File: src/spimsp_regs.svh
// register map, field positions, reset values and counts of the serial port
`ifndef SPIMSP_REGS_SVH
`define SPIMSP_REGS_SVH

// register indices; byte address is four times the index
`define SPIMSP_IDX_CTRL1 3'h0
`define SPIMSP_IDX_CTRL2 3'h1
`define SPIMSP_IDX_BAUD 3'h2
`define SPIMSP_IDX_STAT 3'h3
`define SPIMSP_IDX_DATAH 3'h4
`define SPIMSP_IDX_DATAL 3'h5

// control_one fields
`define SPIMSP_C1_IRQ_EN 7
`define SPIMSP_C1_SYS_EN 6
`define SPIMSP_C1_TXE_IRQ_EN 5
`define SPIMSP_C1_MASTER 4
`define SPIMSP_C1_CLOCK_POLARITY 3
`define SPIMSP_C1_CLOCK_PHASE 2
`define SPIMSP_C1_SS_OUTPUT_ENABLE 1
`define SPIMSP_C1_LSBF 0

// control_two fields
`define SPIMSP_C2_WIDTH16 6
`define SPIMSP_C2_MODE_FAULT_EN 4
`define SPIMSP_C2_BIDIR_OE 3
`define SPIMSP_C2_STOP_WAIT 1
`define SPIMSP_C2_BIDIR 0

// status_flags fields
`define SPIMSP_SR_DONE 7
`define SPIMSP_SR_TXE 5
`define SPIMSP_SR_MODE_FAULT 4

// writable masks, reserved bits stay zero
`define SPIMSP_C1_MASK 8'hff
`define SPIMSP_C2_MASK 8'h5b
`define SPIMSP_BR_MASK 8'h77

// reset values
`define SPIMSP_C1_RST 8'h00
`define SPIMSP_C2_RST 8'h00
`define SPIMSP_BR_RST 8'h00

// edges per transfer
`define SPIMSP_EDGES8 6'h10
`define SPIMSP_EDGES16 6'h20

`endif

File: src/spimsp_pkg.sv
// types shared by the serial port design
package spimsp_pkg;

    // the four link pins, one bit each
    typedef struct packed {
        logic sck;
        logic mosi;
        logic miso;
        logic ss_n;
    } spimsp_pins_t;

    typedef enum logic [0:0] {
        SPIMSP_IDLE = 1'b0,
        SPIMSP_SHIFT = 1'b1
    } spimsp_state_t;

endpackage

File: src/spimsp_top.sv
// serial peripheral port, master or slave, behind an avalon-mm register slave
//
// Contract
// four pins: mosi, miso, select, clock
// master drives mosi, slave receives it
// slave drives miso, master samples it
// master may drive select; slave reads it
// master makes clock; slave takes it in
// 8 or 16 bit transfers
// reserved bits read zero, ignore writes
// irq_enable gates done and fault requests
// system_enable off idles, clears status
// tx_empty_irq_enable gates empty request
// master_select picks role; change idles port
// clock_polarity sets idle clock level
// far end uses same clock polarity
// clock_phase picks odd or even sampling edges
// master: polarity or phase change aborts
// wait without stop_in_wait: run normally
// wait with stop_in_wait: master pauses, resumes
// stop mode: master pauses, resumes later
// slave keeps shifting in low power
// select output, fault input or unused
// width bit joins data bytes; change aborts; code aborts on it in master mode only
// lsb_first picks shift order only; code also aborts on its change in master mode
// bidir mode uses one gated data pin
// separate receive and transmit buffers
// clock rate from prescaler and divider
//
// Design decision made here: the Avalon-MM interface to the registers.
`timescale 1ns/1ps
`include "spimsp_regs.svh"

module spimsp_top
    import spimsp_pkg::*;
(
    // clock and reset
    input wire logic clk,
    input wire logic rst,
    // avalon-mm slave, byte address
    input wire logic [4:0] avs_address,
    input wire logic avs_read,
    input wire logic avs_write,
    input wire logic [3:0] avs_byteenable,
    input wire logic [31:0] avs_writedata,
    output logic [31:0] avs_readdata,
    output logic avs_waitrequest,
    // processor power state
    input wire logic wait_mode,
    input wire logic stop_mode,
    // link pins
    input wire spimsp_pins_t pin_in,
    output spimsp_pins_t pin_out,
    output spimsp_pins_t pin_oe,
    // interrupt request
    output logic irq
);

    // bit position within the word for shift index idx
    function automatic logic [3:0] bitpos(input logic [3:0] idx, input logic lsbf,
                                          input logic w16);
        logic [3:0] top;
        top = w16 ? 4'hf : 4'h7;
        bitpos = lsbf ? idx : 4'(top - idx);
    endfunction

    logic [7:0] ctrl1_r;
    logic [7:0] ctrl2_r;
    logic [7:0] baud_r;
    logic done_r;
    logic txe_r;
    logic mode_fault_r;
    logic [15:0] tx_buf_r;
    logic [15:0] rx_buf_r;
    logic [15:0] tx_sh_r;
    logic [15:0] rx_sh_r;
    logic [15:0] rx_sh_nxt;
    spimsp_state_t state_r;
    logic [5:0] edge_cnt_r;
    logic [10:0] half_cnt_r;
    logic sck_lvl_r;
    logic ack_r;
    spimsp_pins_t sync1_r;
    spimsp_pins_t sync2_r;
    logic sck_d_r;
    logic hold_sel_r;

    // decoded control bits
    logic sys_en, master, clock_polarity, clock_phase, lsbf, ss_output_enable, w16, mode_fault_en, bidir, bidir_oe;
    assign sys_en = ctrl1_r[`SPIMSP_C1_SYS_EN];
    assign master = ctrl1_r[`SPIMSP_C1_MASTER];
    assign clock_polarity = ctrl1_r[`SPIMSP_C1_CLOCK_POLARITY];
    assign clock_phase = ctrl1_r[`SPIMSP_C1_CLOCK_PHASE];
    assign lsbf = ctrl1_r[`SPIMSP_C1_LSBF];
    assign ss_output_enable = ctrl1_r[`SPIMSP_C1_SS_OUTPUT_ENABLE];
    assign w16 = ctrl2_r[`SPIMSP_C2_WIDTH16];
    assign mode_fault_en = ctrl2_r[`SPIMSP_C2_MODE_FAULT_EN];
    assign bidir = ctrl2_r[`SPIMSP_C2_BIDIR];
    assign bidir_oe = ctrl2_r[`SPIMSP_C2_BIDIR_OE];

    // bus access: one wait cycle, then completion
    logic acc, wr_en, rd_en;
    logic [2:0] idx;
    assign acc = avs_read | avs_write;
    assign avs_waitrequest = acc & ~ack_r;
    assign idx = avs_address[4:2];
    assign wr_en = avs_write & ack_r & avs_byteenable[0];
    assign rd_en = avs_read & ack_r;

    logic wr_c1, wr_c2, wr_br, wr_dh, wr_dl, rd_dl;
    assign wr_c1 = wr_en & (idx == `SPIMSP_IDX_CTRL1);
    assign wr_c2 = wr_en & (idx == `SPIMSP_IDX_CTRL2);
    assign wr_br = wr_en & (idx == `SPIMSP_IDX_BAUD);
    assign wr_dh = wr_en & (idx == `SPIMSP_IDX_DATAH);
    assign wr_dl = wr_en & (idx == `SPIMSP_IDX_DATAL);
    assign rd_dl = rd_en & (idx == `SPIMSP_IDX_DATAL);

    logic [7:0] c1_new, c2_new;
    assign c1_new = avs_writedata[7:0] & `SPIMSP_C1_MASK;
    assign c2_new = avs_writedata[7:0] & `SPIMSP_C2_MASK;

    // writes that force the port idle
    logic abort_wr;
    always_comb begin
        abort_wr = 1'b0;
        if (wr_c1) begin
            if (c1_new[`SPIMSP_C1_MASTER] != master) begin
                abort_wr = 1'b1;
            end
            if (~c1_new[`SPIMSP_C1_SYS_EN]) begin
                abort_wr = 1'b1;
            end
            if (master && c1_new[3:0] != ctrl1_r[3:0]) begin
                abort_wr = 1'b1;
            end
        end
        if (wr_c2 && master) begin
            if (c2_new[`SPIMSP_C2_WIDTH16] != w16 || c2_new[`SPIMSP_C2_MODE_FAULT_EN] != mode_fault_en
                || c2_new[`SPIMSP_C2_BIDIR] != bidir) begin
                abort_wr = 1'b1;
            end
            if (bidir && c2_new[`SPIMSP_C2_BIDIR_OE] != bidir_oe) begin
                abort_wr = 1'b1;
            end
        end
    end

    always_ff @(posedge clk or posedge rst) begin
        if (rst) begin
            ack_r <= 1'b0;
        end else begin
            ack_r <= acc & ~ack_r;
        end
    end

    // read data settles one cycle before completion
    always_ff @(posedge clk or posedge rst) begin
        if (rst) begin
            avs_readdata <= 32'h0000_0000;
        end else if (acc & ~ack_r) begin
            case (idx)
                `SPIMSP_IDX_CTRL1: avs_readdata <= {24'h00_0000, ctrl1_r};
                `SPIMSP_IDX_CTRL2: avs_readdata <= {24'h00_0000, ctrl2_r};
                `SPIMSP_IDX_BAUD: avs_readdata <= {24'h00_0000, baud_r};
                `SPIMSP_IDX_STAT: avs_readdata <= {24'h00_0000, done_r, 1'b0, txe_r, mode_fault_r,
                                                   4'h0};
                `SPIMSP_IDX_DATAH: avs_readdata <= {24'h00_0000, rx_buf_r[15:8]};
                `SPIMSP_IDX_DATAL: avs_readdata <= {24'h00_0000, rx_buf_r[7:0]};
                default: avs_readdata <= 32'h0000_0000;
            endcase
        end
    end

    always_ff @(posedge clk or posedge rst) begin
        if (rst) begin
            ctrl1_r <= `SPIMSP_C1_RST;
            ctrl2_r <= `SPIMSP_C2_RST;
            baud_r <= `SPIMSP_BR_RST;
        end else begin
            if (wr_c1) begin
                ctrl1_r <= c1_new;
            end
            if (wr_c2) begin
                ctrl2_r <= c2_new;
            end
            if (wr_br) begin
                baud_r <= avs_writedata[7:0] & `SPIMSP_BR_MASK;
            end
        end
    end

    // transmit holding buffer; high byte only used at 16 bits
    always_ff @(posedge clk or posedge rst) begin
        if (rst) begin
            tx_buf_r <= 16'h0000;
        end else begin
            if (wr_dh) begin
                tx_buf_r[15:8] <= avs_writedata[7:0];
            end
            if (wr_dl) begin
                tx_buf_r[7:0] <= avs_writedata[7:0];
            end
        end
    end

    // pin synchronisers
    always_ff @(posedge clk or posedge rst) begin
        if (rst) begin
            sync1_r <= '{sck: 1'b0, mosi: 1'b0, miso: 1'b0, ss_n: 1'b1};
            sync2_r <= '{sck: 1'b0, mosi: 1'b0, miso: 1'b0, ss_n: 1'b1};
            sck_d_r <= 1'b0;
        end else begin
            sync1_r <= pin_in;
            sync2_r <= sync1_r;
            sck_d_r <= sync2_r.sck;
        end
    end

    // master pauses in stop, or in wait with stop_in_wait
    logic pause;
    assign pause = stop_mode | (wait_mode & ctrl2_r[`SPIMSP_C2_STOP_WAIT]);

    logic ss_fault_in, ss_drive;
    assign ss_fault_in = master & mode_fault_en & ~ss_output_enable;
    assign ss_drive = master & mode_fault_en & ss_output_enable;

    logic fault;
    assign fault = sys_en & ss_fault_in & ~sync2_r.ss_n;

    logic slave_act;
    assign slave_act = sys_en & ~master & ~sync2_r.ss_n;

    // baud: half period = (prescale + 1) << divider bus cycles
    logic [10:0] half_period;
    assign half_period = 11'({7'h00, 1'b0, baud_r[6:4]} + 11'h001) << baud_r[2:0];

    logic half_hit;
    assign half_hit = (half_cnt_r == 11'(half_period - 11'h001));

    logic kill;
    assign kill = abort_wr | fault | ~sys_en;

    logic run_master;
    assign run_master = sys_en & master & (state_r == SPIMSP_SHIFT) & ~pause;

    logic edge_ev;
    assign edge_ev = master ? (run_master & half_hit)
                            : (slave_act & (state_r == SPIMSP_SHIFT)
                               & (sync2_r.sck ^ sck_d_r));

    logic start;
    assign start = (state_r == SPIMSP_IDLE) & ~wr_dl & ~kill & ~hold_sel_r
                   & (master ? (~txe_r & ~pause) : slave_act);

    // receive input pin by role and pin mode
    logic in_bit;
    assign in_bit = master ? (bidir ? sync2_r.mosi : sync2_r.miso)
                           : (bidir ? sync2_r.miso : sync2_r.mosi);

    logic sample_now;
    assign sample_now = edge_ev & (clock_phase ? edge_cnt_r[0] : ~edge_cnt_r[0]);

    logic [5:0] n_edges;
    assign n_edges = w16 ? `SPIMSP_EDGES16 : `SPIMSP_EDGES8;

    logic last_edge;
    assign last_edge = edge_ev & (6'(edge_cnt_r + 6'h01) == n_edges);

    always_comb begin
        rx_sh_nxt = rx_sh_r;
        if (sample_now) begin
            rx_sh_nxt[bitpos(edge_cnt_r[4:1], lsbf, w16)] = in_bit;
        end
    end

    // output bit index: phase 1 presents each bit one edge later
    logic [3:0] out_idx;
    assign out_idx = (clock_phase && edge_cnt_r != 6'h00) ? 4'(6'(edge_cnt_r - 6'h01) >> 1)
                                                   : edge_cnt_r[4:1];

    logic out_bit;
    assign out_bit = tx_sh_r[bitpos(out_idx, lsbf, w16)];

    // shift engine, shared by both roles
    always_ff @(posedge clk or posedge rst) begin
        if (rst) begin
            state_r <= SPIMSP_IDLE;
            edge_cnt_r <= 6'h00;
            tx_sh_r <= 16'h0000;
            rx_sh_r <= 16'h0000;
            rx_buf_r <= 16'h0000;
        end else if (kill || (!master && sync2_r.ss_n)) begin
            // slave deselect mid-word drops the partial word
            state_r <= SPIMSP_IDLE;
            edge_cnt_r <= 6'h00;
        end else if (start) begin
            state_r <= SPIMSP_SHIFT;
            edge_cnt_r <= 6'h00;
            tx_sh_r <= tx_buf_r;
        end else if (edge_ev) begin
            rx_sh_r <= rx_sh_nxt;
            edge_cnt_r <= 6'(edge_cnt_r + 6'h01);
            if (last_edge) begin
                state_r <= SPIMSP_IDLE;
                edge_cnt_r <= 6'h00;
                rx_buf_r <= w16 ? rx_sh_nxt : {8'h00, rx_sh_nxt[7:0]};
            end
        end
    end

    // select and data hold one cycle past the last edge: a far end sampling
    // on that edge must not see the select rise or the data move with it
    always_ff @(posedge clk or posedge rst) begin
        if (rst) begin
            hold_sel_r <= 1'b0;
        end else begin
            hold_sel_r <= last_edge & ~kill;
        end
    end

    // master clock: half-period counter frozen while paused
    always_ff @(posedge clk or posedge rst) begin
        if (rst) begin
            half_cnt_r <= 11'h000;
            sck_lvl_r <= 1'b0;
        end else if (kill || state_r == SPIMSP_IDLE) begin
            half_cnt_r <= 11'h000;
            sck_lvl_r <= 1'b0;
        end else if (run_master) begin
            if (half_hit) begin
                half_cnt_r <= 11'h000;
                sck_lvl_r <= ~sck_lvl_r;
            end else begin
                half_cnt_r <= 11'(half_cnt_r + 11'h001);
            end
        end
    end

    // status flags: hardware set wins over software clear
    always_ff @(posedge clk or posedge rst) begin
        if (rst) begin
            done_r <= 1'b0;
            txe_r <= 1'b1;
            mode_fault_r <= 1'b0;
        end else if (~sys_en) begin
            done_r <= 1'b0;
            txe_r <= 1'b1;
            mode_fault_r <= 1'b0;
        end else begin
            if (last_edge && !kill) begin
                done_r <= 1'b1;
            end else if (rd_dl) begin
                done_r <= 1'b0;
            end
            if (start) begin
                txe_r <= 1'b1;
            end else if (wr_dl) begin
                txe_r <= 1'b0;
            end
            if (fault) begin
                mode_fault_r <= 1'b1;
            end else if (wr_c1) begin
                mode_fault_r <= 1'b0;
            end
        end
    end

    always_ff @(posedge clk or posedge rst) begin
        if (rst) begin
            irq <= 1'b0;
        end else begin
            irq <= (ctrl1_r[`SPIMSP_C1_IRQ_EN] & (done_r | mode_fault_r))
                   | (ctrl1_r[`SPIMSP_C1_TXE_IRQ_EN] & txe_r);
        end
    end

    // registered pin drivers; all released while disabled
    always_ff @(posedge clk or posedge rst) begin
        if (rst) begin
            pin_out <= '{sck: 1'b0, mosi: 1'b0, miso: 1'b0, ss_n: 1'b1};
            pin_oe <= '{sck: 1'b0, mosi: 1'b0, miso: 1'b0, ss_n: 1'b0};
        end else begin
            pin_out.sck <= clock_polarity ^ sck_lvl_r;
            if (!hold_sel_r) begin
                pin_out.mosi <= out_bit;
                pin_out.miso <= out_bit;
            end
            pin_out.ss_n <= ~(state_r == SPIMSP_SHIFT || hold_sel_r);
            pin_oe.sck <= sys_en & master;
            pin_oe.mosi <= sys_en & master & (~bidir | bidir_oe);
            pin_oe.miso <= slave_act & (~bidir | bidir_oe);
            pin_oe.ss_n <= sys_en & ss_drive;
        end
    end

endmodule

File: config.mk
export PLATFORM = sky130hd
export DESIGN_NAME = spimsp_top
export DESIGN_NICKNAME = d
export VERILOG_FILES = /design/src/spimsp_pkg.sv /design/src/spimsp_top.sv
export VERILOG_INCLUDE_DIRS = /design/src
export SDC_FILE = /design/constraint.sdc
export NUM_CORES = 1
export LEC_CHECK = 0
export BUFFER_PORTS_ARGS = -buffer_cell sky130_fd_sc_hd__buf_2
export CORE_ASPECT_RATIO = 0.7
export CORE_MARGIN = 5
export CORE_UTILIZATION = 42
export DETAILED_ROUTE_END_ITERATION = 8
export GPL_ROUTABILITY_DRIVEN = 0
export GPL_TIMING_DRIVEN = 0
export SETUP_SLACK_MARGIN = 0.3
export SLEW_MARGIN = 20
export SYNTH_ARGS = -nofsm -noshare
export SYNTH_HDL_FRONTEND = slang
export SYNTH_SLANG_ARGS = --single-unit
File: constraint.sdc
create_clock -name clk -period 4.3 [get_ports clk]
set_input_delay 0.215 -clock clk [delete_from_list [all_inputs] [get_ports clk]]
set_output_delay 0.215 -clock clk [all_outputs]
set_load 0.01 [all_outputs]
==> metrics.md, run 1 <==
| Metric | Value |
|---|---|
| Residual DRC | 0 |
| Leak | 3.96 nW |
| Syn Area/Cell | 10.2 um2 |
| Setup crit start kind | register |
| Ys flop type | dfrtp_1 |
| Worst setup margin | 0.400 ns |
| Distinct cells, synth | 71 |
| Grt total ovfl | 0 |
| Required time worst endpoint | roughly 4.6 ns |
| First-pass GRT wire length | 31.6 mm |
| Filler instances | 1,578 |
| Vias in the first global route | about 5,700 |
| Detailed-route via count | ~6,000 |
| Core area | about 17,000 um2 |
| R2R setup slack | 0.40 ns |
| Setup TNS | 0 ns |
| Sink Count | about 130 |
| Critical path type | reg2reg |
| Place WS | -0.170 ns |
| I/O pin count | 93 |
| Min Tclk post-route | 3.90 ns |
| Post-synthesis sequential area ratio | 44.6% |
| Max_slew headroom | between 30% and 40% |
| Max Slew Vio Count | 0 |
| CP max FO | 10 |
| Synth Warn # | 0 |
| DP Cell Count | 1,018 |
| Synth Cell Area | 7420 um2 |
| Die area | around 20,000 um2 |
| Latest clock arrival within the worst-skew pair | 0.42 ns |
| Yosys top cell by area | dfrtp_1 |
| Row cnt | 40 |
| Fmax | 256 MHz |
| Tightest Pin Transition | 0.974 ns |
| Antenna violations before repair | 0 |
| Number of buffers inserted by port buffering | 36 |
| RSZ-0062 raised after global routing | yes |
| # nets final | 873 |
| CTS tree | done |
| Period utilization | 90.7% |
| Mapped Cells | 727 |
| Largest cells by area after synthesis | dfrtp_1 43%, mux2_2 9.9%, nand2_1 3.3%, o21ai_0 3.0%, xnor2_1 3.0% |
| Worst r2r dst | rx_sh_r[3]$_DFFE_PP0P_ |
| Crit. Startpoint | baud_r[5]$_DFFE_PP0P_ |
| Root Driver | clkbuf_16 |
| Critical Path AT | 4.20 ns |
| Status | complete, no violations |
| Final setup viols | 0 |
| Worst-path clk slew | 0.06 ns |
| Detailed placer's ending HPWL | 14.4 mm |
| Gr usage total | 19.7% |
| Pwr/cell area | ~440 nW/um2 |
| Initial DRC count | around 480 |
| Most frequent cell after synthesis | dfrtp_1 |
| Min-Delay Path Class | in2reg |
| CTS max path bufs | 2 |
| Reg2reg path depth | 13 |
| Vert. Die Dim | 121 um |
| CTS H-tree depth | 4 |
| Commonest cells post-synth | 128 x dfrtp_1, 66 x nand2_1, 65 x mux2_2 |
| Final Skew | about 0.0092 ns |
| Post-synth ARST share | 100% |
| Initial Util | 43.0% |
| Number of synthesized register bits | 132 |
| Final Non-Filler Cells | 1,059 |
| Worst setup EP type | register |
| Vias/cell | 5.54 |
| Reg2Reg Launch Point | baud_r[5]$_DFFE_PP0P_ |
| Area occupied by multi-input gates | 3900 um2 |
| N_diodes | 0 |
| Peak VDD IR | 303 uV |
| Final WL | 19.5 mm |
| Cts bufs inserted | 17 |
| DR WL/cell | 18.4 um |
| Post-synth EDFFs | 0 |
| Post-synth top area share | a little over two fifths |
| Largest net degree at the start of global routing | 94 |
| Crit path capture | rx_sh_r[3]$_DFFE_PP0P_ |
| Die width | 169 um |
| FF/Latch Area | 3310 um2 |
| Layout area overhead | 19.1% |
| Hold Vio Cnt, Final | 0 |
| DR pass1 iterations | 5 |
| Layout cells sized above 1 | 26.6% |
| Max_cap viols | 0 |
| Final antenna-violating net count | 0 |
## metrics by stage
stage               util, %  total power, mW  area [um2]  hold WS [ns]
global placement       46.2             2.35        7980         0.324
detailed placement     46.4             2.38        8010         0.211
global route           51.2             4.09        8830        0.0973
floorplan                 -             2.12        7510         0.219
finish                 51.2             3.90        8830        0.0991
CTS                    50.5             3.85        8730        0.0877
## per-layer routing
| metal | track usage (%) | part of all wire, % |
|---|---|---|
| met1 | 29.9 | 49 |
| met2 | 27.1 | 42 |
| met3 | 6.35 | 8.3 |
| met4 | 4.31 | 1.0 |
| met5 | 0 | 0 |
## cell usage in the layout (no fill, tap or decap), types with 5 or more instances in the layout
master / n
dfrtp_1: 126
nor2_1: 33
nor2b_1: 10
and3_1: 13
xnor2_1: 25
buf_4: 32
mux2i_1: 15
o21ai_0: 44
o21a_1: 5
o21ai_1: 5
mux2_1: 5
mux2_2: 65
nor3_1: 11
nand2_1: 66
nor4_1: 8
clkbuf_1: 27
o31ai_1: 15
mux4_2: 7
dlygate4sd3_1: 5
nand3_1: 32
buf_2: 42
xor2_1: 12
inv_6: 6
ha_1: 5
conb_1: 24
a22o_1: 5
inv_1: 15
clkbuf_16: 17
nand2b_1: 12
a21oi_1: 33
## critical path, stage by stage (launching register included)
cell and delay, ns:
dfrtp_2 0.46, ha_4 0.19, xor2_2 0.20, buf_4 0.19, o21ai_1 0.13, a21oi_1 0.10
or4_4 0.52, or4_4 0.53, a22oi_4 0.24, nand4b_4 0.15, and2_4 0.22, clkbuf_4 0.22
nor3_1 0.24, mux2_2 0.36
## flip-flops by register name, indices dropped and copies added (netlist names), 3 cells and up
register	flops
avs_readdata	8
baud_r	6
ctrl1_r	8
ctrl2_r	5
edge_cnt_r	6
half_cnt_r	11
pin_oe	4
pin_out	3
rx_buf_r	16
rx_sh_r	16
sync1_r	4
sync2_r	4
tx_buf_r	16
tx_sh_r	16
## timing repair
| action | in CTS | in global routing |
|---|---|---|
| pin swaps | 3 | 3 |
| setup endpoints to repair | 48 | 49 |
| resized for setup | 20 | 22 |
| endpoints found under the hold margin | 42 | 0 |
| hold buffers | 5 | 0 |
| setup buffers | 1 | 3 |
## worst min path at each step
stage / depth (start not counted) / to / slack [ns] / from
final: 2 / tx_buf_r[15]$_DFFE_PP0P_ / 0.1 / avs_writedata[7]
after global routing: 2 / tx_buf_r[15]$_DFFE_PP0P_ / 0.1 / avs_writedata[7]
after CTS: 2 / tx_buf_r[15]$_DFFE_PP0P_ / 0.09 / avs_writedata[7]
after detailed placement: 2 / tx_buf_r[7]$_DFFE_PP0P_ / 0.21 / rst
after global placement: 1 / sync1_r[0]$_DFF_PP1_ / 0.32 / pin_in[0]
after floorplan: 0 / sync1_r[0]$_DFF_PP1_ / 0.22 / pin_in[0]
## power breakdown
group | switching, mW | internal [mW] | leakage (nW) | total (mW)
Clock | 0.607 | 0.814 | 0.277 | 1.42
Sequential | 0.0992 | 1.36 | 1.76 | 1.46
Combinational | 0.595 | 0.430 | 1.92 | 1.02
## cell type report
class / count / area share [%]
Buffer: 68 / 4.55
Clock buffer: 18 / 4.86
Clock inverter: 14 / 1.61
Inverter: 17 / 0.807
Multi-Input combinational cell: 533 / 44.2
Sequential cell: 132 / 37.5
Tap cell: 231 / 3.27
Timing Repair Buffer: 46 / 3.26
## cells by family (layout without fill, tap and decap cells)
kind of cell,count (synthesis),after routing,synth area share [%]
compound gates,145,145,12.6
xor+xnor,39,39,4.89
fa+ha+maj,7,7,1.18
buf+inv,85,163,5.97
flops,132,132,44.6
mux,93,93,14.9
other cells,1,24,0.0505
simple gates,225,225,15.8
Power figures use the tool's default switching activity.
==> run 2, diff against run 1 <==
Clock period 4.3 ns to 3.4 ns, I/O delays scaled along.
==> run 2 against run 1 <==
  * The run now ends with setup timing left
  * Clock skew grew 0.00063 ns
  * Core utilization grew 3.9 points
  * Wire length grew 4.5%
  * Critical path depth is the same
  * Final cell count grew 1.6%
  * Flip-flop and latch count is the same
  * First-iteration DRC count grew 14%
  * Die area is the same
  * Via count grew 4.1%
  * Combinational power grew 39%
  * Critical endpoint is now rx_sh_r[4]$_DFFE_PP0P_
  * Largest cell class unchanged
  * Highest routed layer unchanged
==> metrics.md, run 2 (synthesized netlist as in run 1, its figures left out) <==
| Metric | Value |
|---|---|
| Total power | between 5 and 6 mW |
| Vias in the first global route | about 5,800 |
| Pwr/cell area | 535 nW/um2 |
| Initial DRC count | 549 |
| Hold Vio Cnt, Final | 0 |
| Final Skew | 0.00986 ns |
| Min Tclk post-route | around 3.6 ns |
| Fmax | 277 MHz |
| Number of buffers inserted by port buffering | 36 |
| Layout area overhead | 28.2% |
| Vert. Die Dim | 121 um |
| # nets final | 890 |
| CTS max path bufs | 2 |
| Final WL | 20.4 mm |
| Detailed placer's ending HPWL | 14.7 mm |
| First-pass GRT wire length | 32.1 mm |
| Worst setup margin | -0.215 ns |
| Worst-path clk slew | 0.06 ns |
| Die area | just over 20,000 um2 |
| Status | complete, but fails checks |
| Antenna violations before repair | 0 |
| Most common cell after layout, fill and taps aside | dfrtp_1 |
| Met2 global-route usage | around 28% |
| Detailed-route via count | slightly above 6,000 |
| Die width | 169 um |
| Tightest Pin Transition | about 1.3 ns |
| DR pass1 iterations | 6 |
| Max_slew headroom | 12.6% |
| CTS tree | done |
| Setup crit start kind | register |
| Period utilization | 106% |
| Root Driver | clkbuf_16 |
| Global route hottest layer | met1 |
| Post-layout util | between 50 and 60% |
| Gr usage total | 20.0% |
| Largest net degree at the start of global routing | 36 |
| Placed cell area | 8190 um2 |
| Grt total ovfl | 0 |
| Met1 usage | 31.2% |
| Final antenna-violating net count | 0 |
| Peak VDD IR | 296 uV |
| Layout cells sized above 1 | 33.5% |
| RSZ-0062 raised after global routing | yes |
| CP max FO | 10 |
| Leak | 4.23 nW |
| I/O pin count | 93 |
| Setup TNS | -4.23 ns |
| Critical path type | reg2reg |
| Latest clock arrival within the worst-skew pair | 0.42 ns |
| Sink Count | between 100 and 150 |
| Row cnt | 40 |
| Final instance area | approximately 9500 um2 |
| R2R setup slack | -0.22 ns |
| Vias/cell | 5.68 |
| Max Slew Vio Count | 0 |
| Cts bufs inserted | 17 |
| Critical Path AT | 3.92 ns |
| Failing checks | setup timing |
| CTS H-tree depth | 4 |
| GR Layer Usage met3 | 4.69% |
| Worst setup EP type | register |
| Core area | 17,300 um2 |
| Final setup viols | 40 |
| Most frequent cells in the layout | 127 x dfrtp_1, 64 x nand2_1, 55 x mux2_2 |
| Required time worst endpoint | 3.70 ns |
| Fin Hold WS | slightly below 0.05 ns |
| Max_cap viols | 0 |
| N_diodes | 0 |
| DR WL/cell | 19.0 um |
| Min-Delay Path Class | in2reg |
| Initial Util | 43.0% |
| Residual DRC | 0 |
==> run 2: cell types whose count changed in the layout (fill, tap and decap cells not counted), sizes merged <==
| cell | delta |
|---|---|
| bufinv | +1 |
| inv | -4 |
| clkinvlp | +2 |
| buf | +18 |
==> run 2: path summary, 6_finish.rpt <==
kind,from,endpoint,depth (start not counted)
worst max-delay path,baud_r[5]$_DFFE_PP0P_,rx_sh_r[4]$_DFFE_PP0P_,13
worst max register to register,baud_r[5]$_DFFE_PP0P_,rx_sh_r[4]$_DFFE_PP0P_,13
worst min register to register,sync1_r[1]$_DFF_PP0_,sync2_r[1]$_DFF_PP0_,0
max in group asynchronous,rst,rx_buf_r[10]$_DFFE_PP0P_,6
min in group asynchronous,rst,tx_buf_r[10]$_DFFE_PP0P_,3
worst min-delay path,avs_writedata[7],tx_buf_r[15]$_DFFE_PP0P_,2
==> run 2: timing repair <==
action / CTS / global route
hold buffers: 5 / 0
endpoints found under the hold margin: 16 / 0
setup endpoints to repair: 62 / 62
setup buffers: 9 / 9
pin swaps: 11 / 12
resized for setup: 53 / 73
==> run 2: final cells by class <==
type	instances	area, um2
Buffer	68	473
Clock buffer	19	433
Clock inverter	13	149
Fill cell	1519	7750
Inverter	17	70.1
Multi-Input combinational cell	533	4320
Sequential cell	132	3310
Tap cell	231	289
Timing Repair Buffer	63	472
==> run 2: routing by layer <==
layer,wire length (um),vias up
met1,9930,3048
li1,-,2782
met3,1590,28
met2,8630,250
met4,253,0
met5,0,-
==> run 2: through the flow <==
stage	instances	worst slack, ns
2_1_floorplan	750	-0.0137
3_3_place_gp	1017	-0.412
3_5_place_dp	1021	-0.466
4_1_cts	1067	-0.200
5_1_grt	1076	-0.285
6_report	1076	-0.215
==> run 2: worst max-delay path, stage by stage (launching register included) <==
cell and delay (ns):
dfrtp_2 0.46, ha_4 0.20, xor2_4 0.18, buf_6 0.15, o21ai_2 0.13, a21oi_2 0.08, or4_4 0.53, or4_4 0.44
a22oi_4 0.21, nand4b_4 0.16, and2_4 0.23, buf_12 0.16, nor4_4 0.23, mux2_4 0.33
==> run 2: where the power goes <==
group	leakage [nW]	internal, mW	switching, mW	total, mW
sequential	1.76	1.72	0.126	1.85
clock	0.275	1.09	0.734	1.83
combinational	2.20	0.590	0.833	1.42
